[src/cmc_params.svh]
// Functional notes
// - Stop-in-idle bit 13 set halts the module while the chip is idle.
// - Writing 1 to bit 12 aborts all pending sends; it self-clears afterwards.
// - Bit 11 selects module clock: 1 is twice the peripheral clock, 0 equal.
// - Mode request bits 10-8: 0 normal,1 disable,2 loop,3 listen,4 config,7 all.
// - Read-only bits 7-5 report the actual mode, same codes as the request.
// - Bit 3 set makes each received message raise a capture event.
// - Bit 0 selects the shared window: 1 filter registers, 0 buffer registers.
// - Bits 15-14, 4 and 2-1 of control read as zero and ignore writes.
// - Filter pointer 1111 routes to the receive FIFO, 0000-1110 to buffer 0-14.
`ifndef CMC_PARAMS_SVH
`define CMC_PARAMS_SVH

// ------------------------------------------------------------
// Register offsets
// ------------------------------------------------------------
`define CMC_ADDR_CONTROL_ONE 4'h0
`define CMC_ADDR_BUFFER_PNT4 4'h1

// ------------------------------------------------------------
// Control register field positions
// ------------------------------------------------------------
`define CMC_BIT_STOP_IDLE    13
`define CMC_BIT_ABORT        12
`define CMC_BIT_CLK_SEL      11
`define CMC_REQ_HI           10
`define CMC_REQ_LO           8
`define CMC_CUR_HI           7
`define CMC_CUR_LO           5
`define CMC_BIT_CAPTURE      3
`define CMC_BIT_WINDOW       0
`define CMC_CTRL_UNUSED_MASK 16'hC016

// ------------------------------------------------------------
// Mode codes and reset values
// ------------------------------------------------------------
`define CMC_MODE_NORMAL      3'h0
`define CMC_MODE_DISABLE     3'h1
`define CMC_MODE_LOOPBACK    3'h2
`define CMC_MODE_LISTEN_ONLY 3'h3
`define CMC_MODE_CONFIG      3'h4
`define CMC_MODE_RSVD_A      3'h5
`define CMC_MODE_RSVD_B      3'h6
`define CMC_MODE_LISTEN_ALL  3'h7
`define CMC_RESET_MODE       3'h4
`define CMC_RESET_POINTERS   16'h0000
`define CMC_PTR_TO_FIFO      4'hF

`endif

[src/cmc_pkg.sv]
package cmc_pkg;

    // --------------------------------------------------------
    // Writable control fields
    // --------------------------------------------------------
    typedef struct packed {
        logic       stop_in_idle;
        logic       abort_all_transmit;
        logic       module_clock_source_select;
        logic [2:0] requested_operation_mode;
        logic       receive_capture_enable;
        logic       window_select;
    } cmc_control_type;

    // --------------------------------------------------------
    // Register bus request
    // --------------------------------------------------------
    typedef struct packed {
        logic        write;
        logic        read;
        logic [3:0]  address;
        logic [15:0] wdata;
    } cmc_bus_type;

endpackage

[src/cmc_regs.sv]
`timescale 1ns/100ps
`include "cmc_params.svh"

module cmc_regs #(
    parameter int NUM_FILTERS = 4
) (
    // Clock and reset
    input  wire logic                   i_clock,
    input  wire logic                   i_reset_n,
    // Register port
    input  wire cmc_pkg::cmc_bus_type   i_bus,
    output logic [15:0]                 o_rdata,
    // Module status inputs
    input  wire logic                   i_device_idle,
    input  wire logic                   i_tx_pending,
    input  wire logic                   i_switch_safe,
    input  wire logic                   i_rx_message_done,
    // Module controls
    output logic                        o_module_halted,
    output logic                        o_abort_request,
    output logic                        o_clock_double,
    output logic [2:0]                  o_current_mode,
    output logic                        o_capture_event,
    output logic                        o_filter_window,
    output logic [NUM_FILTERS-1:0]      o_to_fifo,
    output logic [NUM_FILTERS*4-1:0]    o_buffer_pointers
);

    // --------------------------------------------------------
    // Decode
    // --------------------------------------------------------
    logic wr_ctrl;
    logic wr_pnt;
    assign wr_ctrl = i_bus.write && i_bus.address == `CMC_ADDR_CONTROL_ONE;
    assign wr_pnt  = i_bus.write && i_bus.address == `CMC_ADDR_BUFFER_PNT4;

    // --------------------------------------------------------
    // Control register
    // --------------------------------------------------------
    cmc_pkg::cmc_control_type ctrl_d, ctrl_q;
    logic [2:0]               mode_d, mode_q;
    logic                     legal_req;

    always_comb begin
        ctrl_d    = ctrl_q;
        mode_d    = mode_q;
        legal_req = ctrl_q.requested_operation_mode != `CMC_MODE_RSVD_A &&
                    ctrl_q.requested_operation_mode != `CMC_MODE_RSVD_B;
        // Abort ends once nothing is pending; a fresh write still wins.
        if (ctrl_q.abort_all_transmit && !i_tx_pending) begin
            ctrl_d.abort_all_transmit = 1'b0;
        end
        if (wr_ctrl) begin
            ctrl_d.stop_in_idle = i_bus.wdata[`CMC_BIT_STOP_IDLE];
            if (i_bus.wdata[`CMC_BIT_ABORT]) begin
                ctrl_d.abort_all_transmit = 1'b1;
            end
            ctrl_d.module_clock_source_select =
                i_bus.wdata[`CMC_BIT_CLK_SEL];
            ctrl_d.requested_operation_mode =
                i_bus.wdata[`CMC_REQ_HI:`CMC_REQ_LO];
            ctrl_d.receive_capture_enable =
                i_bus.wdata[`CMC_BIT_CAPTURE];
            ctrl_d.window_select = i_bus.wdata[`CMC_BIT_WINDOW];
        end
        // Reserved codes are stored but never entered, so the mode holds.
        if (legal_req && i_switch_safe) begin
            mode_d = ctrl_q.requested_operation_mode;
        end
    end

    always_ff @(posedge i_clock or negedge i_reset_n) begin
        if (!i_reset_n) begin
            ctrl_q <= '{requested_operation_mode: `CMC_RESET_MODE,
                        default: 1'b0};
            mode_q <= `CMC_RESET_MODE;
        end else begin
            ctrl_q <= ctrl_d;
            mode_q <= mode_d;
        end
    end

    // --------------------------------------------------------
    // Filter buffer pointers
    // --------------------------------------------------------
    logic [NUM_FILTERS*4-1:0] pnt_d, pnt_q;
    logic [NUM_FILTERS-1:0]   fifo_d, fifo_q;

    always_comb begin
        pnt_d = pnt_q;
        if (wr_pnt) begin
            pnt_d = i_bus.wdata[NUM_FILTERS*4-1:0];
        end
    end

    // Routing flags lag the pointer by a cycle so outputs stay registered.
    for (genvar g = 0; g < NUM_FILTERS; g++) begin : g_route
        assign fifo_d[g] = pnt_q[g*4 +: 4] == `CMC_PTR_TO_FIFO;
    end

    always_ff @(posedge i_clock or negedge i_reset_n) begin
        if (!i_reset_n) begin
            pnt_q  <= `CMC_RESET_POINTERS;
            fifo_q <= '0;
        end else begin
            pnt_q  <= pnt_d;
            fifo_q <= fifo_d;
        end
    end

    // --------------------------------------------------------
    // Outputs and read data
    // --------------------------------------------------------
    logic [15:0] rdata_d, rdata_q;
    logic        halt_d, halt_q;
    logic        cap_d, cap_q;

    always_comb begin
        rdata_d = 16'h0000;
        if (i_bus.read && i_bus.address == `CMC_ADDR_CONTROL_ONE) begin
            // Unused positions are never assigned, so they read zero.
            rdata_d[`CMC_BIT_STOP_IDLE] = ctrl_q.stop_in_idle;
            rdata_d[`CMC_BIT_ABORT]     = ctrl_q.abort_all_transmit;
            rdata_d[`CMC_BIT_CLK_SEL]   = ctrl_q.module_clock_source_select;
            rdata_d[`CMC_REQ_HI:`CMC_REQ_LO] =
                ctrl_q.requested_operation_mode;
            rdata_d[`CMC_CUR_HI:`CMC_CUR_LO] = mode_q;
            rdata_d[`CMC_BIT_CAPTURE] = ctrl_q.receive_capture_enable;
            rdata_d[`CMC_BIT_WINDOW]  = ctrl_q.window_select;
        end else if (i_bus.read && i_bus.address == `CMC_ADDR_BUFFER_PNT4) begin
            rdata_d[NUM_FILTERS*4-1:0] = pnt_q;
        end
        halt_d = ctrl_q.stop_in_idle && i_device_idle;
        cap_d  = ctrl_q.receive_capture_enable && i_rx_message_done;
    end

    always_ff @(posedge i_clock or negedge i_reset_n) begin
        if (!i_reset_n) begin
            rdata_q <= 16'h0000;
            halt_q  <= 1'b0;
            cap_q   <= 1'b0;
        end else begin
            rdata_q <= rdata_d;
            halt_q  <= halt_d;
            cap_q   <= cap_d;
        end
    end

    assign o_rdata           = rdata_q;
    assign o_module_halted   = halt_q;
    assign o_abort_request   = ctrl_q.abort_all_transmit;
    assign o_clock_double    = ctrl_q.module_clock_source_select;
    assign o_current_mode    = mode_q;
    assign o_capture_event   = cap_q;
    assign o_filter_window   = ctrl_q.window_select;
    assign o_to_fifo         = fifo_q;
    assign o_buffer_pointers = pnt_q;
endmodule

[config.mk]
export PLATFORM = sky130hd
export DESIGN_NAME = cmc_regs
export DESIGN_NICKNAME = d
export VERILOG_FILES = /design/src/cmc_pkg.sv /design/src/cmc_regs.sv
export VERILOG_INCLUDE_DIRS = /design/src /design/src/src
export SDC_FILE = /design/constraint.sdc
export NUM_CORES = 1
export LEC_CHECK = 0
export BUFFER_PORTS_ARGS = -buffer_cell sky130_fd_sc_hd__buf_2
export CAP_MARGIN = 20
export CORE_UTILIZATION = 37
export CTS_CLUSTER_DIAMETER = 50
export DETAILED_ROUTE_END_ITERATION = 10
export SYNTH_ARGS = -nofsm -noshare
export SYNTH_HDL_FRONTEND = slang
export SYNTH_SLANG_ARGS = --single-unit
[constraint.sdc]
create_clock -name i_clock -period 1.6 [get_ports i_clock]
set_clock_uncertainty 0.1 [all_clocks]
set_input_delay 0.08 -clock i_clock [delete_from_list [all_inputs] [get_ports i_clock]]
set_output_delay 0.08 -clock i_clock [all_outputs]
set_load 0.03 [all_outputs]
==> results of run 1 <==
==> kinds of logic after synthesis <==
logic type,share of synthesized area
DFF,0.660
buffers and inverters,0.0208
AOI/OAI and AO/OA,0.0827
muxes,0.139
and+or+nand+nor,0.0927
xor gates and xnor gates,0.00471
==> metrics by stage <==
stage                      util  instances
after floorplan               -        122
after global placement    0.482        261
after detailed placement  0.482        261
after CTS                 0.545        291
after global routing      0.545        291
final                     0.545        291
==> how the worst max path moves through the flow <==
| stage | start | endpoint | cells after the start |
|---|---|---|---|
| after floorplan | ctrl_q[4] | o_current_mode[0] | 3 |
| after global placement | i_bus[19] | o_buffer_pointers[4] | 4 |
| after detailed placement | i_bus[19] | o_buffer_pointers[2] | 4 |
| after CTS | i_bus[12] | o_abort_request | 4 |
| after global routing | o_abort_request | o_abort_request | 2 |
| final | i_bus[12] | o_abort_request | 4 |
==> registers in the layout (all words and copies together), names as in the netlist <==
name               cells
o_buffer_pointers     16
o_abort_request        1
o_current_mode         3
o_clock_double         1
ctrl_q                 5
o_rdata               16
o_capture_event        1
o_module_halted        1
o_to_fifo              4
o_filter_window        1
==> power by group <==
part           switching, mW  internal (mW)
registers              0.170           1.43
clock network          0.390          0.304
logic                  0.506          0.318
==> placed cells by master (no fill, tap or decap), types with 3 or more instances in the layout <==
cell type,n
dfrtp_1,47
inv_1,4
nor2_1,3
clkbuf_8,5
mux2_2,23
a21oi_1,4
dlygate4sd3_1,22
and2_1,7
and4_1,4
buf_2,71
buf_4,4
a22o_1,11
==> layout make-up <==
cell class	instances	area, µm²	area share
well taps	67	83.8	0.0321
clock buffers	6	72.6	0.0278
inverters	4	15.0	0.00575
flip-flops and latches	49	1230	0.471
multi-input cells	66	594	0.228
repair buffers	97	606	0.232
clock inverters	2	10.0	0.00384
==> worst register-to-register path: cells and delay by family, from the launching register on <==
family,cells,cell delay [ns]
flip-flops,1,0.41
AO/OA/AOI/OAI,1,0.21
buffers and inverters,1,0.54
==> per-layer routing <==
| layer | global-route usage | vias to the layer above | share of wire |
|---|---|---|---|
| li1 | - | 640 | - |
| met1 | 0.193 | 693 | 0.40 |
| met2 | 0.315 | 43 | 0.53 |
| met3 | 0.0470 | 7 | 0.049 |
| met4 | 0.0697 | 0 | 0.016 |
| met5 | 0 | - | 0 |
==> what timing repair did <==
action	CTS	global route
hold endpoints to repair	45	0
buffers inserted	0	0
resized for setup	0	0
hold buffers	22	0
==> results by group, run 1 <==
Die
  • I/O pins: 72
  • Die area: 5320 µm²
  • Die Y: 72.9 µm
  • Cell Rows: 25
  • Die width: 72.9 µm
  • Starting Density: 0.389
  • Core ar.: 4790 µm²

Power
  • Leakage: 1.36 nW
  • Tot Pwr: 3.12 mW
  • P per Cell Area: 1190 nW/µm²
  • Max VDD drop: 0.658 mV

Setup path
  • Worst path cell trace: dlygate4sd3_1 -> buf_2 -> a32o_1 -> dlygate4sd3_1
  • CP dominant cell by count: dlygate4sd3_1
  • Worst r2r path cells: 2
  • CP Data Arrival Time: 1.48 ns
  • Crit-path max FO: 2
  • WS Path Type: input pin to register
  • Worst Setup Start Kind: input pin
  • Largest delay share family, worst path: buffers and inverters
  • CP Capture Type: register
  • Worst flop-to-flop path endpoint: o_abort_request
  • Worst path required time: 1.69 ns
  • R2R Setup Slk: 0.23 ns
  • Critical path buffers and inverters: 3
  • Reg2Reg Launch Point: o_abort_request
  • Critical Path Max Stage Delay: 0.54 ns
  • Slowest CP cell: dlygate4sd3_1

Synthesis
  • Post-synth ARST share: 1.00
  • Post-synth top area cell: dfrtp_1
  • Sequential area share after synthesis: 0.660
  • Area share of the largest cell type after synthesis: 0.632
  • Post-synthesis cell count: 122
  • Mapped Area: 1860 µm²
  • Synth warn: 0
  • Top-count cell post-synth: dfrtp_1
  • Library cells used by synthesis: 24
  • Top FF cell, synth: dfrtp_1
  • Ranking of synthesized cells by area: dfrtp_1 (63%), mux2_2 (14%), a22o_1 (5.2%)
  • Flops & latches, synth: 49
  • Synthesized Nets: 150
  • Average size of a mapped cell: 15.3 µm²
  • Post-synth EDFFs: 0
  • Synth top cells by count: dfrtp_1 (47), mux2_2 (23), a22o_1 (11), and2_1 (7)

Timing
  • Max Clk Rate: 720 MHz
  • Min Tclk post-route: 1.39 ns
  • Final period utilization: 0.868
  • Final setup fails: 0
  • Hold WS: 0.144 ns
  • Max-slew headroom: 0.720
  • Setup TNS: 0 ns
  • Pins over their slew limit: 0
  • Least-Margin Pin Slew: 0.420 ns
  • RSZ-0062 raised after global routing: no
  • Final setup margin: 0.211 ns
  • Final number of hold-violating endpoints: 0

Outcome
  • Status: finished, final reports clean

Layout
  • Filler instances: 410
  • Area grow syn2layout: 40.2%
  • Final Instance Area: 2610 µm²
  • Antenna cells: 0
  • Final net count: 251
  • Fraction of layout cells with a size suffix above 1: 0.500

GRT
  • First-pass GRT wire length: 6800 µm
  • Initial antenna violation count: 0
  • Total gr overflow: 0
  • Vias in the first global route: 1435
  • GRT Overall Usage: 0.174
  • Largest net degree at the start of global routing: 20

Clock network
  • CTS buffer count: 5
  • Clk_lat worst skew: 0.30 ns
  • CTS Sinks: 49
  • Clk slew on worst S/H paths: 0.09 ns
  • Clock root cell: clkbuf_8
  • Depth of the CTS H-tree: 2
  • Clock Tree Buf Depth: 2
  • CTS tree: done

Hold path
  • Hold crit path type: input pin to asynchronous set/reset pin

Detailed routing
  • Vias/cell: 4.75
  • DR pass1 iterations: 4
  • # DRC: 0
  • Initial DRC Count: 50
  • DRT antenna net count: 0
  • Final wirelength: 4150 µm
  • Routed wire per std cell: 14.2 µm
  • Routed vias: 1383

Job
  • Max-Cap Viols: 0

Placement
  • Placement Setup Slack: 0.216 ns
  • I/O Buffers: 71
  • Area after DPL: 2310 µm²
  • Gp weighted congestion: 0.746
  • Placed wire-length estimate: 2850 µm
Note: power is estimated with default switching activity, not from simulation.
==> run 2: changes to the inputs <==
- clock period: 1.6 -> 1.5 ns (I/O delays scaled with it)
==> results by group, run 2 (synthesis gave the netlist of run 1 again) <==
Outcome
  • Status: finished, final reports clean

Detailed routing
  • Final wirelength: 4050 µm (-2.3%)
  • Routed wire per std cell: 13.9 µm (-2.3%)
  • DRT antenna net count: 0 (unchanged)
  • # DRC: 0 (unchanged)
  • Vias/cell: 4.76 (+0.14%)
  • Routed vias: 1385 (+0.14%)
  • DR pass1 iterations: 4 (unchanged)
  • Initial DRC Count: 114 (+130%)

Setup path
  • Worst path required time: 1.58 ns (-0.11 ns)
  • Crit-path max FO: 2 (unchanged)
  • Worst r2r path cells: 2 (unchanged)
  • CP Capture Type: register
  • Worst Setup Start Kind: input pin
  • Worst flop-to-flop path endpoint: o_abort_request
  • WS Path Type: input pin to register
  • CP Data Arrival Time: 1.50 ns (+0.02 ns)
  • Worst setup path startpoint: i_bus[12]
  • R2R Setup Slk: 0.13 ns (-0.10 ns)
  • Reg2Reg Launch Point: o_abort_request

Layout
  • Core Util, Final: 0.547 (+0.00157)
  • Area grow syn2layout: 40.6%
  • Filler instances: 421 (+2.7%)
  • Antenna cells: 0 (unchanged)
  • Commonest non-fill, non-tap cells in the layout: buf_2 (71), dfrtp_1 (47), mux2_2 (23), dlygate4sd3_1 (22), a22o_1 (11)
  • Commonest non-fill, non-tap cell in the layout: buf_2
  • Final Instance Area: 2620 µm² (+0.29%)
  • Fraction of layout cells with a size suffix above 1: 0.496 (-0.00446)
  • Final net count: 251 (unchanged)

Clock network
  • Depth of the CTS H-tree: 2 (unchanged)
  • Clk slew on worst S/H paths: 0.08 ns (about the same)
  • Clk_lat worst skew: 0.29 ns (about the same)
  • Clock root cell: clkbuf_8
  • Setup Buffers After CTS: 0 (unchanged)
  • CTS tree: done
  • CTS Sinks: 49 (unchanged)
  • CTS Hold Bufs: 22 (unchanged)
  • CTS buffer count: 5 (unchanged)
  • Clock Tree Buf Depth: 2 (unchanged)
  • PostCTS Resize Cnt: 0 (unchanged)

Power
  • Max VDD drop: 0.542 mV (-18%)
  • Tot Pwr: 3.36 mW (+7.8%)
  • Sequential share of power: 0.507 (-0.006)
  • Internal power: 2.24 mW (+9.2%)
  • Leakage: 1.36 nW (about the same)
  • Clock Power Share: 0.231 (+0.008)
  • Sw power: 1.12 mW (+5.0%)
  • P per Cell Area: 1280 nW/µm² (+7.5%)
  • Sw Ratio: 0.333 (-0.00897)
  • Power share of the combinational group: 0.262 (-0.002)

Timing
  • Final number of hold-violating endpoints: 0 (unchanged)
  • Pins over their slew limit: 0 (unchanged)
  • Setup TNS: 0 ns (unchanged)
  • Final setup fails: 0 (unchanged)
  • Max Clk Rate: 707 MHz
  • Min Tclk post-route: 1.41 ns
  • Final period utilization: 0.942
  • RSZ-0062 raised after global routing: no
  • Hold WS: 0.146 ns (+0.00143 ns)
  • Least-Margin Pin Slew: 0.427 ns (+0.00676 ns)
  • Max-slew headroom: 0.715 (-0.00418)

GRT
  • Initial antenna violation count: 0 (unchanged)
  • Total gr overflow: 0 (unchanged)
  • GRT Overall Usage: 0.164 (-0.00968)
  • Vias in the first global route: 1406 (-2.0%)
  • Largest net degree at the start of global routing: 20 (unchanged)
  • First-pass GRT wire length: 6380 µm (-6.2%)

Die
  • Die Y: 72.9 µm (unchanged)
  • Core ar.: 4790 µm² (unchanged)
  • I/O pins: 72 (unchanged)
  • Die area: 5320 µm² (unchanged)
  • Cell Rows: 25 (unchanged)
  • Die width: 72.9 µm (unchanged)
  • Starting Density: 0.389 (unchanged)

Hold path
  • Hold crit path type: input pin to asynchronous set/reset pin

Placement
  • Gp weighted congestion: 0.746 (unchanged)
  • Placed wire-length estimate: 2880 µm (+1.2%)
  • Area after DPL: 2310 µm² (unchanged)
  • I/O Buffers: 71 (unchanged)

Job
  • Max-Cap Viols: 0 (unchanged)
## run 2: worst max path at each step
stage | endpoint | slack, ns | cells after the start
6_report | o_abort_request | 0.09 | 4
5_1_grt | o_abort_request | 0.09 | 4
4_1_cts | o_abort_request | 0.13 | 4
3_5_place_dp | o_buffer_pointers[5] | 0.11 | 4
3_3_place_gp | o_buffer_pointers[4] | 0.15 | 4
2_1_floorplan | o_current_mode[0] | 0.42 | 3
## run 2: power groups by stage
| stage | registers, mW | clock network [mW] | logic (mW) |
|---|---|---|---|
| 2_1_floorplan | 2.02 | 0 | 0.227 |
| 3_3_place_gp | 1.72 | 0 | 0.815 |
| 3_5_place_dp | 1.73 | 0 | 0.843 |
| 4_1_cts | 1.71 | 0.805 | 0.886 |
| 5_1_grt | 1.73 | 0.866 | 0.936 |
| 6_report | 1.70 | 0.776 | 0.879 |
## run 2: area by class of cell
| type | count | area [µm²] | area share |
|---|---|---|---|
| clock buffers | 8 | 90.1 | 0.0344 |
| well taps | 67 | 83.8 | 0.0320 |
| flip-flops and latches | 49 | 1230 | 0.469 |
| multi-input cells | 66 | 594 | 0.227 |
| inverters | 4 | 15.0 | 0.00574 |
| repair buffers | 97 | 606 | 0.231 |
## run 2: metrics by stage
stage                     cells  setup WS, ns
after floorplan             122         0.421
after global placement      261         0.153
after detailed placement    261         0.114
after CTS                   291         0.127
after global routing        291        0.0870
final                       291        0.0865
## run 2: metal layers
metal,GRT usage,up-vias,part of all wire
met2,0.301,43,0.56
met4,0.0654,0,0.014
li1,-,637,-
met5,0,-,0
met1,0.176,696,0.37
met3,0.0483,9,0.053
## run 2: critical path: stages
cell and delay (ns):
dlygate4sd3_1 0.54, buf_2 0.13, a32o_1 0.20, dlygate4sd3_1 0.55
